===== config.mk =====
export PLATFORM = sky130hd
export DESIGN_NAME = board_parity_test_chain
export DESIGN_NICKNAME = d
export VERILOG_FILES = /design/src/shared/chain_pkg.sv /design/src/shared/chain_if.sv /design/src/core/chain_xnor.sv /design/src/core/board_parity_test_chain.sv
export VERILOG_INCLUDE_DIRS = /design/src /design/src/shared
export SDC_FILE = /design/constraint.sdc
export NUM_CORES = 1
export LEC_CHECK = 0
export BUFFER_PORTS_ARGS = -buffer_cell sky130_fd_sc_hd__buf_2
export CAP_MARGIN = 40
export CORE_AREA = 2 2 175 177
export DETAILED_ROUTE_END_ITERATION = 10
export DIE_AREA = 0 0 177 179
export PLACE_DENSITY = 0.47
export REMOVE_ABC_BUFFERS = 1
export SYNTH_ARGS = -nofsm -noshare
export SYNTH_HDL_FRONTEND = slang
export SYNTH_SLANG_ARGS = --single-unit

===== constraint.sdc =====
create_clock -name clk_i -period 4.6 [get_ports clk_i]
set_input_delay 0 -clock clk_i [delete_from_list [all_inputs] [get_ports clk_i]]
set_output_delay 0 -clock clk_i [all_outputs]
set_load 0.05 [all_outputs]

===== src/shared/chain_defs.svh =====
`ifndef CHAIN_DEFS_SVH
`define CHAIN_DEFS_SVH

// pins that feed the chain besides the two mode selector pins
`define CHAIN_OTHER_PINS     88
// the two selector pins, which join the chain once the mode is active
`define CHAIN_SELECTOR_PINS  2
// selector level that asks for the chain mode at the host reset release
`define CHAIN_SELECT_LEVEL   1'b0
// reset values of the state
`define HOST_PREV_RST        1'b1
`define RESULT_RST           1'b0
`define RESULT_OE_RST        1'b0
`define LAD_OUT_RST          1'b0
`define LAD_OE_RST           1'b0

`endif


===== src/shared/chain_pkg.sv =====
package chain_pkg;

  // pin ownership: normal functions or the board parity chain
  typedef enum logic {
    MODE_NORMAL,
    MODE_CHAIN
  } test_mode_t;

endpackage


===== src/shared/chain_if.sv =====
`timescale 1ns/10ps
// carries the chain taps to the reducer and its result back
interface chain_if #(
  parameter int W = 90
) ();
  logic [W-1:0] taps;
  logic         result;

  modport drive  (output taps, input result);
  modport reduce (input taps, output result);
endinterface


===== src/core/chain_xnor.sv =====
`timescale 1ns/10ps
// xnor chain over all taps; seeded so that all-low taps give a low result
module chain_xnor (
  chain_if.reduce ch
);
  import chain_pkg::*;

  localparam int W = $bits(ch.taps);

  // refuse a chain too short to mean anything
  if (W < 2) begin : g_chk
    $error("chain_xnor needs at least two taps");
  end

  // each stage xnors the running value with one tap; flipping any tap flips the end
  function automatic logic xnor_chain(input logic [W-1:0] v);
    logic r;
    r = (W % 2 == 1) ? 1'b1 : 1'b0;
    for (int i = 0; i < W; i++) begin
      r = ~(r ^ v[i]);
    end
    return r;
  endfunction

  // purely combinational, no state held here
  always_comb begin
    ch.result = xnor_chain(ch.taps);
  end
endmodule


===== src/core/board_parity_test_chain.sv =====
// How it works
// - both selector pins low at host reset release enters chain mode
// - either selector pin high at host reset release leaves chain mode
// - in chain mode all normal drivers release; only result pin drives
// - flipping any single chain input flips the chain result
// - chain covers every pin but supplies, result pin and host reset
// - result goes on the shared general bit / tachometer pin in chain mode
// - once in chain mode, selector pins are plain chain inputs
// - main supply power-on reset forces the normal mode
// - outside chain mode input toggles never reach the result pin
// - entering with all inputs low gives low; one high gives high
`timescale 1ns/10ps
`include "chain_defs.svh"
module board_parity_test_chain #(
  parameter int P = `CHAIN_OTHER_PINS
) (
  input  wire logic                clk_i,
  input  wire logic                rstn_i,
  input  wire logic                host_reset_n_i,
  input  wire logic                lframe_n_i,
  input  wire logic                lad0_i,
  input  wire logic [P-1:0]        pin_in_i,
  input  wire logic [P-1:0]        func_out_i,
  input  wire logic [P-1:0]        func_oe_i,
  input  wire logic                lad0_func_out_i,
  input  wire logic                lad0_func_oe_i,
  input  wire logic                gp_out_i,
  input  wire logic                gp_oe_i,
  output logic [P-1:0]             pin_out_o,
  output logic [P-1:0]             pin_oe_o,
  output logic                     lad0_out_o,
  output logic                     lad0_oe_o,
  output logic                     chain_result_pin_o,
  output logic                     chain_result_pin_oe_o,
  output chain_pkg::test_mode_t    mode_o
);
  import chain_pkg::*;

  localparam int TAPS = P + `CHAIN_SELECTOR_PINS;

  // refuse a pin count the chain cannot serve
  if (P < 1) begin : g_chk
    $error("board_parity_test_chain needs at least one chain pin");
  end

  typedef struct packed {
    logic         host_prev;
    test_mode_t   mode;
    logic         result;
    logic         result_oe;
    logic [P-1:0] pin_out;
    logic [P-1:0] pin_oe;
    logic         lad_out;
    logic         lad_oe;
  } state_t;

  state_t s_q;
  state_t s_d;
  logic   host_rise;
  logic   select_chain;
  logic   chain_val;

  chain_if #(.W(TAPS)) chain ();

  // every pin except supplies, host reset and the result pin feeds the chain
  assign chain.taps = {pin_in_i, lad0_i, lframe_n_i};
  assign chain_val  = chain.result;

  chain_xnor u_chain (
    .ch (chain.reduce)
  );

  // release of the host reset, seen as a low-to-high step
  assign host_rise    = host_reset_n_i & ~s_q.host_prev;
  assign select_chain = (lframe_n_i == `CHAIN_SELECT_LEVEL)
                      && (lad0_i == `CHAIN_SELECT_LEVEL);

  // next state: mode decision, pin ownership and the result pin
  always_comb begin
    s_d           = s_q;
    s_d.host_prev = host_reset_n_i;
    // the mode only moves at the host reset release
    if (host_rise) begin
      if (select_chain) begin
        s_d.mode = MODE_CHAIN;
      end else begin
        s_d.mode = MODE_NORMAL;
      end
    end
    case (s_d.mode)
      MODE_CHAIN: begin
        // every normal driver lets go; pins only listen
        s_d.pin_out   = '0;
        s_d.pin_oe    = '0;
        s_d.lad_out   = 1'b0;
        s_d.lad_oe    = 1'b0;
        s_d.result    = chain_val;
        s_d.result_oe = 1'b1;
      end
      MODE_NORMAL: begin
        // normal functions own the pins; the chain is cut off
        s_d.pin_out   = func_out_i;
        s_d.pin_oe    = func_oe_i;
        s_d.lad_out   = lad0_func_out_i;
        s_d.lad_oe    = lad0_func_oe_i;
        s_d.result    = gp_out_i;
        s_d.result_oe = gp_oe_i;
      end
      default: begin
        s_d.mode      = MODE_NORMAL;
        s_d.pin_out   = '0;
        s_d.pin_oe    = '0;
        s_d.lad_out   = 1'b0;
        s_d.lad_oe    = 1'b0;
        s_d.result    = `RESULT_RST;
        s_d.result_oe = `RESULT_OE_RST;
      end
    endcase
  end

  // power-on reset of the main supply always returns to normal mode
  always_ff @(posedge clk_i) begin
    if (!rstn_i) begin
      s_q.host_prev <= `HOST_PREV_RST;
      s_q.mode      <= MODE_NORMAL;
      s_q.result    <= `RESULT_RST;
      s_q.result_oe <= `RESULT_OE_RST;
      s_q.pin_out   <= '0;
      s_q.pin_oe    <= '0;
      s_q.lad_out   <= `LAD_OUT_RST;
      s_q.lad_oe    <= `LAD_OE_RST;
    end else begin
      s_q <= s_d;
    end
  end

  // outputs straight from the state flops
  assign pin_out_o             = s_q.pin_out;
  assign pin_oe_o              = s_q.pin_oe;
  assign lad0_out_o            = s_q.lad_out;
  assign lad0_oe_o             = s_q.lad_oe;
  assign chain_result_pin_o    = s_q.result;
  assign chain_result_pin_oe_o = s_q.result_oe;
  assign mode_o                = s_q.mode;
endmodule


==> metrics.cfg, run 1 <==
[synthesis]
synth_top_area_share_pct = 51.52
synth_seq_cells = 182
avgSynthCellArea_sq_um = 10.52
synth_common_cells = 182 x dfxtp_1, 178 x and3_1, 176 x buf_4, 75 x xnor2_1, 39 x clkbuf_1
async_reset_ff_share_pct = 0
synth_area_sq_um = 7072
synth_edf_count = 0
synth_cells = 672
yosys.area.top_type = dfxtp_1
synth_cell_types = 15
yosysMostFrequentCell = dfxtp_1
synthTopCellsByArea = dfxtp_1 52%, buf_4 19%, and3_1 16%
ys.flop_type = dfxtp_1
ys.warnings.count = 0
synth-seq-area-share_pct = 51.52

[routing]
wl_per_cell_microns = 14.54
route.detailed.drc = 0
wirelength_microns = 22130
dr.first_iter.drc_count = 215
viasPerCell = 3.825
antenna_left = 0
drt_first_pass_iters = 6
vias = 5821

[global_route]
grt_max_degree = 101
antenna_found_initial = 0
grt_pass1_wl_microns = 30860
grt_overflow = 0
gr-usage-all-layers_pct = 12.83
grt_pass1_vias = 5619

[power]
power_leakage_nw = 5.713
powerDensity_nw_per_um2 = 397.5
ir_drop_mv = 0.2302
power_mw = 4.308

[placement]
post-dp-hpwl_microns = 15510
port_buffers = 453
placed_cell_area_sq_um = 8417
dp.cells = 1309
globalplace.congestion = 0.7514

[finish]
antenna_cells = 0
drive_gt1_share_pct = 43.34
fin_area_sq_um = 10840
finalNonFillerCells = 1522
utilization_pct = 36.10
fin_nets = 1387
areaGrowthSynthToFinish_pct = 53.27

[timing]
hold_viol_final = 0
final.setup_skew_ns = 0.01585
slew_headroom_pct = 47.19
worst_pin_slew_ns = 0.7921
fin_crit_sh_pct = 43.45
drv_slew = 0
finalWorstPathRequiredPeriod_ns = 1.998
grt_setup_unrepaired = false
setup_viol = 0
fmax_ghz = 0.5004

[setup_path]
critPathBufInv = 1
worst-path-stages = 4
crit_type = reg2reg
arrival_ns = 2.36
critPathRequiredTime_ns = 4.96
cp_cell_sequence = nand2b_1 -> mux2i_4 -> buf_4 -> and3_1
cp_max_fo = 61
ff2ff_path_depth = 4
start_kind = register
critical-path-max-stage-delay_ns = 0.61
crit_path_top_delay_cell = mux2i_4
end_kind = register
critical-path-top-delay-family = multiplexers

[floorplanning]
pin_count = 454
core_sq_um = 30030
rows = 64
die_y_microns = 179
die_w_microns = 177
dieArea_sq_um = 31680
initial_core_util_pct = 23.55

[clocking]
clock-sinks = 182
clk_latency_ns = 0.43
postCtsSetupRepairBufs = 0
clk_pin_slew_ns = 0.08
cts_buffers = 17
htreeDepth = 4
clockBufferDepth = 2
cts_tree = built
cts-root-buf = clkbuf_16

[outcome]
outcome = finished, final reports clean

[worst_hold_path]
hold_class = in2reg
holdPathStages = 2

[run]
maxCapViolCount = 0

-- state kept, by name, summed over array words and instances (netlist names) --
signal	flops
s_q	1
mode_o	1
chain_result_pin_oe_o	1
lad0_out_o	1
chain_result_pin_o	1
lad0_oe_o	1
pin_oe_o	88
pin_out_o	88
-- path summary, 6_finish.rpt --
path	end	slack [ns]	from
max	pin_out_o[83]	2.60	s_q[181]
min	s_q[181]	0.15	rstn_i
max reg2reg	pin_out_o[83]	2.60	s_q[181]
min reg2reg	pin_oe_o[37]	0.94	mode_o
-- layer usage --
metal	global-route usage [%]	part of all wire [%]	vias to the layer above
met5	0	0	-
met4	5.613	2.5	0
met3	3.668	8.2	23
met2	23.07	51	302
met1	13.99	39	2608
li1	-	-	2888
-- per-stage QoR --
step           setup TNS (ns)  setup WS, ns  hold WS, ns
2_1_floorplan         -162.26        -1.113      0.07304
3_3_place_gp                0         2.629       0.1973
3_5_place_dp                0         2.571       0.2106
4_1_cts                     0         2.540       0.1036
5_1_grt                     0         2.437       0.1523
6_report                    0         2.602       0.1495
-- kinds of logic after synthesis --
group | Yosys count | share of synthesized area, %
buffers and inverters | 217 | 20.86
AND/OR/NAND/NOR | 182 | 16.10
flip-flops | 182 | 51.52
XOR/XNOR | 87 | 10.97
AO/OA/AOI/OAI | 2 | 0.2301
multiplexers | 1 | 0.1415
adder cells (fa/ha/maj) | 1 | 0.1769
-- cell type report --
cell class	instances	area (sq um)
well taps	396	495.5
fillers	3089	19190
inverters	2	7.507
multi-input cells	273	1966
clock buffers	18	429.2
flip-flops and latches	182	3643
repair buffers	637	4116
clock inverters	14	181.4
-- power breakdown --
group | internal (mW) | switching [mW]
clock | 0.831 | 0.701
sequential | 1.67 | 0.0238
combinational | 0.472 | 0.611
-- cells in the final DEF (no fill, tap or decap), drive strengths merged --
master / synthesis / routed
a21o: 1 / 1
a22o: 1 / 1
and2: 1 / 1
and3: 178 / 178
buf: 176 / 456
bufinv: 0 / 2
clkbuf: 39 / 18
clkinv: 0 / 3
clkinvlp: 0 / 1
dfxtp: 182 / 182
dlygate4sd3: 0 / 181
ha: 1 / 1
inv: 2 / 10
mux2i: 1 / 1
nand2b: 2 / 2
nor2b: 1 / 1
xnor2: 75 / 75
xnor3: 1 / 1
xor2: 11 / 11
-- what timing repair did --
item	CTS	global route
resized for setup	0	0
hold buffers	181	0
endpoints found under the hold margin	181	0
(Power assumes the default switching activity.)
==> inputs of run 2 (changes only) <==
--- a/config.mk
+++ b/config.mk
@@ -8,10 +8,10 @@
 export LEC_CHECK = 0
 export BUFFER_PORTS_ARGS = -buffer_cell sky130_fd_sc_hd__buf_2
 export CAP_MARGIN = 40
-export CORE_AREA = 2 2 175 177
+export CORE_AREA = 2 2 176 178
 export DETAILED_ROUTE_END_ITERATION = 10
-export DIE_AREA = 0 0 177 179
-export PLACE_DENSITY = 0.47
+export DIE_AREA = 0 0 178 180
+export PLACE_DENSITY = 0.48
 export REMOVE_ABC_BUFFERS = 1
 export SYNTH_ARGS = -nofsm -noshare
 export SYNTH_HDL_FRONTEND = slang
==> constraint.sdc (replaced) <==
create_clock -name clk_i -period 1.7 [get_ports clk_i]
set_input_delay 0 -clock clk_i [delete_from_list [all_inputs] [get_ports clk_i]]
set_output_delay 0 -clock clk_i [all_outputs]
set_load 0.05 [all_outputs]
==> run 2 against run 1 <==
  * Cell area up 0.95%
  * First-iteration DRC count down 33%
  * Clock-buffer cell count is 1 higher
  * Combinational power rose to 2.7 times the previous value
  * Flip-flop and latch count did not move
  * Wire length decreased by 4.5%
  * Critical path type unchanged
  * Highest routed layer unchanged
==> metrics.cfg, run 2 (synthesized netlist as in run 1, its figures left out) <==
[outcome]
outcome = finished, final reports clean

[setup_path]
critical-path-top-delay-family = buffers and inverters
reg2reg_from = s_q[181]
start_kind = register
critPathRequiredTime_ns = 2.06  ; -2.90 ns
cp_cell_sequence = nand2b_1 -> mux2i_4 -> buf_12 -> buf_4 -> and3_1
critPathBufInv = 2  ; +1
arrival_ns = 1.87  ; -0.49 ns
cp_max_fo = 62  ; +1.6%
rrSetupSlack_ns = 0.19  ; -2.41 ns
ff2ff_path_depth = 5  ; +1
critical-path-max-stage-delay_ns = 0.32  ; -0.29 ns
crit_type = reg2reg
crit_path_top_delay_cell = mux2i_4
r2r_end = pin_oe_o[56]
end_kind = register

[timing]
slew_headroom_pct = 63.83  ; +17 points
worst_pin_slew_ns = 0.5425  ; -0.2496 ns
fin_ws_ns = 0.1871  ; -2.414 ns
grt_setup_unrepaired = false
hold_viol_final = 0  ; unchanged
fmax_ghz = 0.6610  ; +32%
finalWorstPathRequiredPeriod_ns = 1.513  ; -0.4856 ns
fin_crit_sh_pct = 89.00  ; +46 points
setup_viol = 0  ; unchanged
final.setup_skew_ns = 0.01615  ; +0.0003048 ns
drv_slew = 0  ; unchanged

[power]
power_leakage_nw = 5.764  ; +0.88%
powerDensity_nw_per_um2 = 1025  ; +160%
power_mw = 11.22  ; +160%
ir_drop_mv = 0.6784  ; +190%

[routing]
viasPerCell = 3.822  ; about the same
top_layer_used = met4
route.detailed.drc = 0  ; unchanged
dr_wl_met3_microns = 1664  ; -8.3%
met2_length_microns = 11100  ; -1.2%
drt_first_pass_iters = 6  ; unchanged
dr.first_iter.drc_count = 145  ; -33%
wl_met1_microns = 8058  ; -5.5%
vias = 5867  ; +0.79%
wl_per_cell_microns = 13.77  ; -5.3%
wirelength_microns = 21140  ; -4.5%
antenna_left = 0  ; unchanged

[floorplanning]
initial_core_util_pct = 23.43  ; -0.12 points
rows = 64  ; unchanged
die_w_microns = 178  ; +0.56%
dieArea_sq_um = 32040  ; +1.1%
die_y_microns = 180  ; +0.56%
core_sq_um = 30190  ; +0.53%
pin_count = 454  ; unchanged

[clocking]
clk_latency_ns = 0.42  ; about the same
htreeDepth = 4  ; unchanged
cts_tree = built
cts-root-buf = clkbuf_16
clockBufferDepth = 2  ; unchanged
cts_buffers = 17  ; unchanged
clk_pin_slew_ns = 0.08  ; about the same
clock-sinks = 182  ; unchanged
postCtsSetupRepairBufs = 0  ; unchanged

[global_route]
grt_max_degree = 63  ; -38%
antenna_found_initial = 0  ; unchanged
grt_overflow = 0  ; unchanged
gr-usage-all-layers_pct = 12.56  ; -0.27 points
grt_pass1_vias = 5935  ; +5.6%
grt_pass1_wl_microns = 31080  ; +0.69%

[finish]
layout_common_cells = 452 x buf_2, 182 x dfxtp_1, 181 x dlygate4sd3_1
utilization_pct = 36.24  ; +0.15 points
areaGrowthSynthToFinish_pct = 54.72
drive_gt1_share_pct = 43.90  ; +0.56 points
fin_area_sq_um = 10940  ; +0.95%
final_common_cell = buf_2
finalNonFillerCells = 1535  ; +0.85%
fillCellCount = 3031  ; -1.9%
antenna_cells = 0  ; unchanged
fin_nets = 1400  ; +0.94%

[placement]
place_ws_ns = -0.2762  ; -2.848 ns
post-dp-hpwl_microns = 15420  ; -0.63%
globalplace.congestion = 0.7440  ; -0.98%
port_buffers = 453  ; unchanged
placed_cell_area_sq_um = 8577  ; +1.9%
dp.cells = 1322  ; +0.99%

[worst_hold_path]
hold-path-endpoint = s_q[181]
holdPathStages = 2  ; unchanged
hold_class = in2reg
min_from = rstn_i

[run]
maxCapViolCount = 0  ; unchanged

[run 2: changes by cell type in the layout (fill, tap and decap cells not counted)]
cell | before | now
buf_12 | 1 | 6
buf_4 | 3 | 11
bufinv_16 | 2 | 0
clkbuf_1 | 1 | 2
clkinv_2 | 0 | 1
clkinv_4 | 2 | 3
clkinvlp_4 | 1 | 4
inv_6 | 4 | 1
inv_8 | 4 | 3
[run 2: final cells by class]
class                      count  area, sq um  share of cell area [%]
clock buffer                  19        432.9                   3.957
clock inverter                13        120.1                   1.098
inverter                       2        7.507                 0.06861
multi-input combinational    273         1966                   17.96
sequential                   182         3643                   33.30
tap                          396        495.5                   4.528
timing repair buffer         650         4277                   39.09
[run 2: how the worst max path moves through the flow]
stage	cells after the start	start	to	slack, ns
after floorplan	3	mode_o	chain_result_pin_o	-4.01
after global placement	10	lframe_n_i	chain_result_pin_o	-0.28
after detailed placement	10	lframe_n_i	chain_result_pin_o	-0.28
after CTS	5	s_q[181]	pin_out_o[69]	0.19
after global routing	5	s_q[181]	pin_out_o[85]	0.09
final	5	s_q[181]	pin_oe_o[56]	0.19
[run 2: stage by stage]
step / hold slack [ns] / setup TNS (ns)
after CTS: 0.01081 / 0
final: 0.03845 / 0
after detailed placement: 0.2009 / -0.2762
after global routing: 0.06105 / 0
after floorplan: 0.07304 / -687.16
after global placement: 0.1973 / -0.2807
[run 2: repair_timing]
item	in CTS	in global routing
hold buffers	181	0
setup endpoints to repair	0	0
endpoints found under the hold margin	181	0
resized for setup	0	0
[run 2: metal layers]
layer,vias to the layer above,GRT usage [%]
met2,283,24.16
met4,0,3.803
li1,2913,-
met5,-,0
met3,18,3.321
met1,2653,13.04
[run 2: worst reg2reg max path, cell delays in order (launching register included)]
cell      delay, ns
dfxtp_1        0.31
nand2b_1       0.16
mux2i_4        0.32
buf_12         0.25
buf_4          0.25
and3_1         0.16
[run 2: power by group]
group / internal [mW] / leakage [nW] / switching (mW)
sequential: 4.52 / 1.51 / 0.0615
combinational: 1.30 / 3.99 / 1.63
clock: 1.92 / 0.258 / 1.78
